[src/common/bar3_window_pkg.sv]
// Register map, field layout and reset values of the third window block
package bar3_window_pkg;
   localparam int unsigned ADDR_W         = 12;
   localparam int unsigned DATA_W         = 32;
   localparam int unsigned SIZE_W         = 6;
   localparam int unsigned BASE_LSB       = 4;
   localparam int unsigned BASE_W         = 28;
   // Register offsets
   localparam logic [11:0] WINDOW_BASE_OFF   = 12'h01c;
   localparam logic [11:0] WINDOW_SETUP_OFF  = 12'h094;
   localparam logic [11:0] TRANSLATION_OFF   = 12'h098;
   // Setup register field positions
   localparam int unsigned SPACE_KIND_BIT = 0;
   localparam int unsigned TYPE_LSB       = 1;
   localparam int unsigned TYPE_MSB       = 2;
   localparam int unsigned PREF_BIT       = 3;
   localparam int unsigned SIZE_LSB       = 4;
   localparam int unsigned SIZE_MSB       = 9;
   localparam int unsigned ENABLE_BIT     = 31;
   // Reset values and limits
   localparam logic [5:0]  SIZE_RESET     = 6'h01;
   localparam logic [5:0]  SIZE_MIN_OK    = 6'h04;
   localparam logic [1:0]  TYPE_RESET     = 2'h0;
   localparam logic [27:0] BASE_RESET     = 28'h0000000;
   localparam logic [31:0] TRANS_RESET    = 32'h00000000;
   localparam logic        SPACE_MEMORY   = 1'b0;
   localparam logic        SPACE_IO       = 1'b1;
endpackage

[src/rtl/bar3_window.sv]
// Third window sizing, enable, decode and address translation
`timescale 1ns/1ns
// Overview of operation
// - Six-bit size field gives window size as power of two; zero compares every base bit, like size four.
// - Lowest base field bit maps to address bit 4, upward in order.
// - Size zero makes every base field bit writable.
// - Size four or more: base bits at or above size writable, others read zero.
// - Size one to three forces all base bits to read-only zero.
// - Size four is accepted as the smallest 16-byte I/O window.
// - Size field is read-write and resets to 0x01.
// - Enable bit 31; cleared means no decode and base register reads zero.
// - Enable and translated base survive warm reset; power-on reset clears them.
// - Second window 64-bit memory: translation register fully read-write upper half.
// - Otherwise translation bits 3:0 read zero, bits 31:4 read-write, reset zero.
// - Translation replaces address bits 31 down to size with translated base.
// - Second window 64-bit memory: setup register reads constant zero.
// - Space-kind select: 0 memory, 1 I/O, reported in base register.
module bar3_window (
   input  wire logic        clk,
   input  wire logic        rst,
   input  wire logic        warm_rst,
   input  wire logic        second_window_is_mem64,
   input  wire logic [11:0] reg_addr,
   input  wire logic [31:0] reg_wdata,
   input  wire logic        reg_we,
   input  wire logic        reg_re,
   output logic      [31:0] reg_rdata,
   input  wire logic        txn_valid,
   input  wire logic [31:0] txn_addr,
   output logic             txn_hit,
   output logic             txn_out_valid,
   output logic      [31:0] txn_out_addr,
   output logic             window_enabled
);

   // Setup register state
   logic                                      space_kind_select_q;
   logic                                      space_kind_select_d;
   logic [1:0]                                type_q;
   logic [1:0]                                type_d;
   logic                                      pref_q;
   logic                                      pref_d;
   logic [bar3_window_pkg::SIZE_W-1:0]        size_q;
   logic [bar3_window_pkg::SIZE_W-1:0]        size_d;
   logic                                      enable_q;
   logic                                      enable_d;

   // Window base and translation state
   logic [bar3_window_pkg::BASE_W-1:0]        window_base_bits_q;
   logic [bar3_window_pkg::BASE_W-1:0]        window_base_bits_d;
   logic [31:0]                               translation_q;
   logic [31:0]                               translation_d;

   // Outputs
   logic [31:0]                               rdata_q;
   logic [31:0]                               rdata_d;
   logic                                      hit_q;
   logic                                      hit_d;
   logic                                      out_valid_q;
   logic [31:0]                               out_addr_q;
   logic [31:0]                               out_addr_d;
   logic                                      enabled_q;

   // Decode
   wire logic sel_setup = reg_addr == bar3_window_pkg::WINDOW_SETUP_OFF;
   wire logic sel_trans = reg_addr == bar3_window_pkg::TRANSLATION_OFF;
   wire logic sel_base  = reg_addr == bar3_window_pkg::WINDOW_BASE_OFF;
   wire logic wr_setup  = reg_we && sel_setup && !second_window_is_mem64;
   wire logic wr_trans  = reg_we && sel_trans;
   wire logic wr_base   = reg_we && sel_base;

   // Size interpretation
   wire logic size_zero   = size_q == '0;
   wire logic size_usable = size_zero || (size_q >= bar3_window_pkg::SIZE_MIN_OK);
   wire logic enable_eff  = enable_q && !second_window_is_mem64;
   wire logic is_io       = space_kind_select_q == bar3_window_pkg::SPACE_IO;

   // Per-bit mask of base bits that are writable and compared
   logic [bar3_window_pkg::BASE_W-1:0] base_mask;

   genvar gi;
   generate
      for (gi = 0; gi < bar3_window_pkg::BASE_W; gi = gi + 1) begin : g_mask
         // Field bit gi stands for address bit gi+4
         localparam logic [6:0] ADDR_POS = 7'(gi + bar3_window_pkg::BASE_LSB);
         assign base_mask[gi] = size_zero ||
                                (size_usable && (ADDR_POS >= {1'b0, size_q}));
      end
   endgenerate

   // Base register write: non-writable bits stay zero
   wire logic [bar3_window_pkg::BASE_W-1:0] base_wr_val =
      reg_wdata[31:bar3_window_pkg::BASE_LSB] & base_mask;
   wire logic [bar3_window_pkg::BASE_W-1:0] base_visible =
      window_base_bits_q & base_mask;

   // Low translation bits writable only in 64-bit upper-half mode
   wire logic [3:0] trans_low_wr =
      second_window_is_mem64 ? reg_wdata[3:0] : 4'h0;
   wire logic [3:0] trans_low_rd =
      second_window_is_mem64 ? translation_q[3:0] : 4'h0;

   // Register read views
   wire logic [1:0] type_rd = is_io ? 2'h0 : type_q;
   wire logic       pref_rd = is_io ? 1'b0 : pref_q;

   wire logic [31:0] setup_rd = second_window_is_mem64 ? 32'h00000000 :
      {enable_q, 21'h000000, size_q, pref_q, type_rd, space_kind_select_q};

   wire logic [31:0] base_rd = !enable_eff ? 32'h00000000 :
      {base_visible, pref_rd, type_rd, space_kind_select_q};

   wire logic [31:0] trans_rd = {translation_q[31:4], trans_low_rd};

   always_comb begin
      rdata_d = 32'h00000000;
      if (reg_re) begin
         if (sel_setup) begin
            rdata_d = setup_rd;
         end else if (sel_trans) begin
            rdata_d = trans_rd;
         end else if (sel_base) begin
            rdata_d = base_rd;
         end
      end
   end

   // Setup field values carried by a setup write
   wire logic                               wr_space_kind = reg_wdata[bar3_window_pkg::SPACE_KIND_BIT];
   wire logic [1:0]                         wr_type       =
      reg_wdata[bar3_window_pkg::TYPE_MSB:bar3_window_pkg::TYPE_LSB];
   wire logic                               wr_pref       = reg_wdata[bar3_window_pkg::PREF_BIT];
   wire logic [bar3_window_pkg::SIZE_W-1:0] wr_size       =
      reg_wdata[bar3_window_pkg::SIZE_MSB:bar3_window_pkg::SIZE_LSB];
   wire logic                               wr_enable     = reg_wdata[bar3_window_pkg::ENABLE_BIT];

   // Next space kind
   always_comb begin
      space_kind_select_d = space_kind_select_q;
      if (wr_setup) begin
         space_kind_select_d = wr_space_kind;
      end
   end

   // Next address type
   always_comb begin
      type_d = type_q;
      if (wr_setup) begin
         type_d = wr_type;
      end
   end

   // Next prefetch flag
   always_comb begin
      pref_d = pref_q;
      if (wr_setup) begin
         pref_d = wr_pref;
      end
   end

   // Next size field
   always_comb begin
      size_d = size_q;
      if (wr_setup) begin
         size_d = wr_size;
      end
   end

   // Next enable bit
   always_comb begin
      enable_d = enable_q;
      if (wr_setup) begin
         enable_d = wr_enable;
      end
   end

   // Next value of base and translation
   always_comb begin
      window_base_bits_d = window_base_bits_q;
      if (wr_base) begin
         window_base_bits_d = base_wr_val;
      end
   end

   always_comb begin
      translation_d = translation_q;
      if (wr_trans) begin
         translation_d = {reg_wdata[31:4], trans_low_wr};
      end
   end

   // Decode and translate, one slice per base field bit
   wire logic [bar3_window_pkg::BASE_W-1:0] addr_hi = txn_addr[31:bar3_window_pkg::BASE_LSB];
   logic      [bar3_window_pkg::BASE_W-1:0] bit_miss;
   logic      [bar3_window_pkg::BASE_W-1:0] xlat_hi;

   generate
      for (gi = 0; gi < bar3_window_pkg::BASE_W; gi = gi + 1) begin : g_xlat
         // Compared and replaced bits are exactly the writable ones
         assign bit_miss[gi] = (addr_hi[gi] ^ window_base_bits_q[gi]) & base_mask[gi];
         assign xlat_hi[gi]  = base_mask[gi] ? translation_q[gi + bar3_window_pkg::BASE_LSB] : addr_hi[gi];
      end
   endgenerate

   wire logic addr_match  = bit_miss == '0;
   wire logic out_valid_d = txn_valid;
   wire logic enabled_d   = enable_eff;

   always_comb begin
      hit_d      = txn_valid && enable_eff && size_usable && addr_match;
      out_addr_d = {xlat_hi, txn_addr[3:0]};
   end

   // Space kind, cleared by power-on and warm resets
   always_ff @(posedge clk or posedge rst) begin
      if (rst) begin
         space_kind_select_q <= bar3_window_pkg::SPACE_MEMORY;
      end else if (warm_rst) begin
         space_kind_select_q <= bar3_window_pkg::SPACE_MEMORY;
      end else begin
         space_kind_select_q <= space_kind_select_d;
      end
   end

   // Address type, cleared by both resets
   always_ff @(posedge clk or posedge rst) begin
      if (rst) begin
         type_q <= bar3_window_pkg::TYPE_RESET;
      end else if (warm_rst) begin
         type_q <= bar3_window_pkg::TYPE_RESET;
      end else begin
         type_q <= type_d;
      end
   end

   // Prefetch flag, cleared by both resets
   always_ff @(posedge clk or posedge rst) begin
      if (rst) begin
         pref_q <= 1'b0;
      end else if (warm_rst) begin
         pref_q <= 1'b0;
      end else begin
         pref_q <= pref_d;
      end
   end

   // Size field, back to its reset value on both resets
   always_ff @(posedge clk or posedge rst) begin
      if (rst) begin
         size_q <= bar3_window_pkg::SIZE_RESET;
      end else if (warm_rst) begin
         size_q <= bar3_window_pkg::SIZE_RESET;
      end else begin
         size_q <= size_d;
      end
   end

   // Window base bits, cleared by both resets
   always_ff @(posedge clk or posedge rst) begin
      if (rst) begin
         window_base_bits_q <= bar3_window_pkg::BASE_RESET;
      end else if (warm_rst) begin
         window_base_bits_q <= bar3_window_pkg::BASE_RESET;
      end else begin
         window_base_bits_q <= window_base_bits_d;
      end
   end

   // Enable bit, kept across warm reset
   always_ff @(posedge clk or posedge rst) begin
      if (rst) begin
         enable_q <= 1'b0;
      end else begin
         enable_q <= enable_d;
      end
   end

   // Translation register, kept across warm reset
   always_ff @(posedge clk or posedge rst) begin
      if (rst) begin
         translation_q <= bar3_window_pkg::TRANS_RESET;
      end else begin
         translation_q <= translation_d;
      end
   end

   // Read data, one cycle after the read strobe
   always_ff @(posedge clk or posedge rst) begin
      if (rst) begin
         rdata_q <= 32'h00000000;
      end else begin
         rdata_q <= rdata_d;
      end
   end

   // Hit flag
   always_ff @(posedge clk or posedge rst) begin
      if (rst) begin
         hit_q <= 1'b0;
      end else begin
         hit_q <= hit_d;
      end
   end

   // Delayed transaction valid
   always_ff @(posedge clk or posedge rst) begin
      if (rst) begin
         out_valid_q <= 1'b0;
      end else begin
         out_valid_q <= out_valid_d;
      end
   end

   // Translated address
   always_ff @(posedge clk or posedge rst) begin
      if (rst) begin
         out_addr_q <= 32'h00000000;
      end else begin
         out_addr_q <= out_addr_d;
      end
   end

   // Effective enable
   always_ff @(posedge clk or posedge rst) begin
      if (rst) begin
         enabled_q <= 1'b0;
      end else begin
         enabled_q <= enabled_d;
      end
   end

   assign reg_rdata      = rdata_q;
   assign txn_hit        = hit_q;
   assign txn_out_valid  = out_valid_q;
   assign txn_out_addr   = out_addr_q;
   assign window_enabled = enabled_q;

endmodule
[config.mk]
export PLATFORM = sky130hd
export DESIGN_NAME = bar3_window
export DESIGN_NICKNAME = d
export VERILOG_FILES = /design/src/common/bar3_window_pkg.sv /design/src/rtl/bar3_window.sv
export SDC_FILE = /design/constraint.sdc
export NUM_CORES = 1
export LEC_CHECK = 0
export ABC_AREA = 1
export BUFFER_PORTS_ARGS = -buffer_cell sky130_fd_sc_hd__buf_2
export CAP_MARGIN = 20
export CORE_MARGIN = 3
export CORE_UTILIZATION = 54
export DETAILED_ROUTE_END_ITERATION = 12
export PLACE_DENSITY = 0.89
export SLEW_MARGIN = 20
export SYNTH_ARGS = -nofsm -noshare
export SYNTH_HDL_FRONTEND = slang
export SYNTH_SLANG_ARGS = --single-unit
[constraint.sdc]
create_clock -name clk -period 5.7 [get_ports clk]
set_clock_uncertainty 0.2 [all_clocks]
set_input_delay 1.14 -clock clk [delete_from_list [all_inputs] [get_ports clk]]
set_output_delay 1.14 -clock clk [all_outputs]
set_load 0.02 [all_outputs]
==> results.py <==
metrics = {
    "run_status": {
        "status": "completed",
    },
    "global_route": {
        "grtUsageMet1_pct": 35.67,
        "use_met3_pct": 7.876,
        "busiest_layer": "met2",
        "antenna_found_initial": 0,
        "grt_pass1_vias": 5935,
        "use_met2_pct": 43.67,
        "grt_first_pass_wirelength_um": 28920,
        "grt_max_degree": 98,
        "gr-total-overflow": 0,
        "grt_usage_pct": 27.85,
    },
    "logic_synthesis": {
        "ys_ff_latch": 138,
        "ys.flop_type": "dfrtp_1",
        "yosys.cell_types.count": 35,
        "synthesis.instances": 750,
        "yosysWarnings": 0,
        "synth-async-reset-ratio_pct": 100.0,
        "synth_edf_count": 0,
        "seq_area_frac_synth_pct": 52.46,
        "synth_area_mm2": 0.006585,
        "syn_avg_cell_area_um2": 8.780,
        "syn-num-nets": 833,
    },
    "worst_setup_path": {
        "r2r_cells": 9,
        "critical_path_required_ns": 5.81,
        "cp-end-kind": "flop",
        "crit_cells": 8,
        "path_cells": "buf_2, nor2_1, nand2_1, nor2_2, nand2_2, inv_2, nand2_4, mux2_4",
        "path_max_fanout": 51,
        "criticalPathCategory": "in -> reg",
        "crit_arrival_ns": 3.16,
        "r2r_slack_ns": 3.04,
        "slowest_stage": "nand2_4",
        "critPathBufInv": 2,
        "cp-start-kind": "primary input",
        "critPathMaxStageDelay_ns": 0.51,
        "critical_path.top_delay_family": "simple AND/OR/NAND/NOR gates",
    },
    "floorplanning": {
        "rows": 39,
        "start_util_pct": 56.46,
        "dieArea_mm2": 0.01356,
        "ios": 150,
        "die_y_um": 116.4,
        "die-width_um": 116.4,
        "core_region_area_mm2": 0.01166,
    },
    "cts": {
        "cts_max_level": 4,
        "cts_tree": "yes",
        "cts_hold_buf": 0,
        "postCtsSetupBuffers": 0,
        "cts_made_buffers": 17,
        "clkTransAtPathRegs_ns": 0.06,
        "clk_path_buf_depth": 2,
        "cts_sinks": 138,
        "clock-root-buffer": "clkbuf_16",
        "cts_resized": 0,
        "insertion_delay_ns": 0.43,
    },
    "routing": {
        "via_per_inst": 5.665,
        "drcViolationCount": 0,
        "dr.first_iter.drc_count": 686,
        "ant_nets": 0,
        "via_count": 5954,
        "wl_per_cell_um": 17.17,
        "firstDrtPassIters": 5,
        "routed_wirelength_um": 18050,
    },
    "power": {
        "pwr-share-clk_pct": 45.3,
        "power_density_mw_per_mm2": 301.8,
        "comb_power_share_pct": 12.1,
        "p_sw_share_pct": 25.72,
        "irDropWorstVdd_v": 0.0001612,
        "power.share.sequential_pct": 42.6,
        "p_sw_mw": 0.6154,
        "internal_power_mw": 1.777,
        "power.leakage_nw": 4.295,
    },
    "worst_hold_path": {
        "holdPathStages": 2,
        "hp-class": "reg -> reg",
    },
    "sta": {
        "worst-slew-pin-transition_ns": 0.8930,
        "slew_violations": 0,
        "finalCritPeriodShare_pct": 53.58,
        "finalHoldViolCount": 0,
        "slew_headroom_pct": 40.32,
        "rsz0062_at_grt": "false",
        "fin_crit_ns": 3.054,
        "setup-tns-final_ns": 0,
        "clock.fmax_ghz": 0.3274,
        "setup-violations-final": 0,
        "worst_hold_slack_ns": 0.2912,
    },
    "placement": {
        "hpwl_um": 11870,
        "placed_cell_area_mm2": 0.007347,
        "gp_congestion": 0.8746,
        "portBuffers": 149,
    },
    "finish": {
        "fillers": 853,
        "nets": 980,
        "diodes": 0,
        "layout-drive-gt1-share_pct": 25.44,
        "design_area_mm2": 0.007926,
        "area_delta_synth_final_pct": 20.37,
        "postLayoutCoreUtil_pct": 67.96,
    },
    "flow_run": {
        "drv_cap": 0,
    },
}
layout make-up:
| type | instances | area (um2) | share of cell area (%) |
|---|---|---|---|
| Clock buffer | 23 | 488.0 | 6.156 |
| Timing Repair Buffer | 150 | 753.2 | 9.503 |
| Tap cell | 143 | 178.9 | 2.257 |
| Sequential cell | 138 | 3455 | 43.58 |
| Clock inverter | 7 | 91.34 | 1.152 |
| Multi-Input combinational cell | 513 | 2665 | 33.62 |
| Inverter | 77 | 295.3 | 3.725 |
tightest hold or removal path: stages (launching register included):
cell	delay [ns]
dfrtp_1	0.34
nand2_1	0.05
o21ai_0	0.06
layer usage:
layer | wire length, um | share of wire (%) | up-vias
met3 | 1785 | 9.9 | 69
met4 | 724 | 4.0 | 0
met5 | 0 | 0 | -
met2 | 8430 | 47 | 375
met1 | 7109 | 39 | 2784
li1 | - | - | 2726
per-stage QoR:
stage | cells | power (mW) | worst slack (ns)
after detailed placement | 1021 | 1.316 | 2.238
after global placement | 1021 | 1.312 | 2.340
after global routing | 1051 | 2.467 | 2.472
after floorplan | 750 | 1.216 | 0.6655
final | 1051 | 2.393 | 2.646
after CTS | 1051 | 2.395 | 2.643
sequential cells by signal, summed over array words and instances, names as in the netlist, 2 cells and up:
register	cells
translation_q	32
window_base_bits_q	28
reg_rdata	32
txn_out_addr	32
type_q	2
size_q	6
cell families after synthesis:
kind of cell / synth area share [%]
compound gates: 8.740
xor+xnor: 3.325
buf+inv: 7.068
flops: 52.46
mux: 4.161
simple gates: 24.24
final timing paths:
check,to,from
min,translation_q[8],translation_q[8]
min reg2reg,translation_q[8],translation_q[8]
min in group asynchronous,txn_out_addr[2],rst
max reg2reg,txn_hit,size_q[5]
max,translation_q[25],reg_addr[11]
max in group asynchronous,reg_rdata[19],rst
synth_stat cells (4+ instances only):
library cell,count,share of area (%)
buf_6,10,1.7
inv_1,70,4.0
nand4_1,9,0.85
nor2_1,59,3.4
dfrtp_1,137,52
nor2_2,4,0.38
a21oi_1,51,3.9
xnor2_1,6,0.80
mux2_4,13,3.0
inv_2,6,0.34
nand2_2,5,0.48
nand2_1,181,10
o21ai_0,46,3.5
mux2_2,7,1.2
o22ai_1,4,0.38
nand3_1,86,6.5
buf_2,8,0.61
xor2_1,19,2.5
power by group through the flow:
stage                     Clock, mW  Combinational [mW]  Sequential [mW]
after detailed placement          0               0.280             1.04
after CTS                      1.09               0.286             1.02
after floorplan                   0               0.149             1.07
after global placement            0               0.276             1.04
after global routing           1.13               0.318             1.02
final                          1.08               0.289             1.02
placed cells by master, fill, tap and decap left out, drive strengths merged:
master    count
a21oi        51
a31oi         1
buf         150
bufinv        2
clkbuf       23
clkinv        5
clkinvlp      1
dfrtp       137
dfstp         1
inv          76
mux2         20
nand2       188
nand3        89
nand3b        1
nand4         9
nor2         65
nor3          4
nor4          1
o21ai        51
o22ai         4
o31ai         3
or2           1
xnor2         6
xor2         19
No activity file was read; power rests on OpenSTA's default activity.
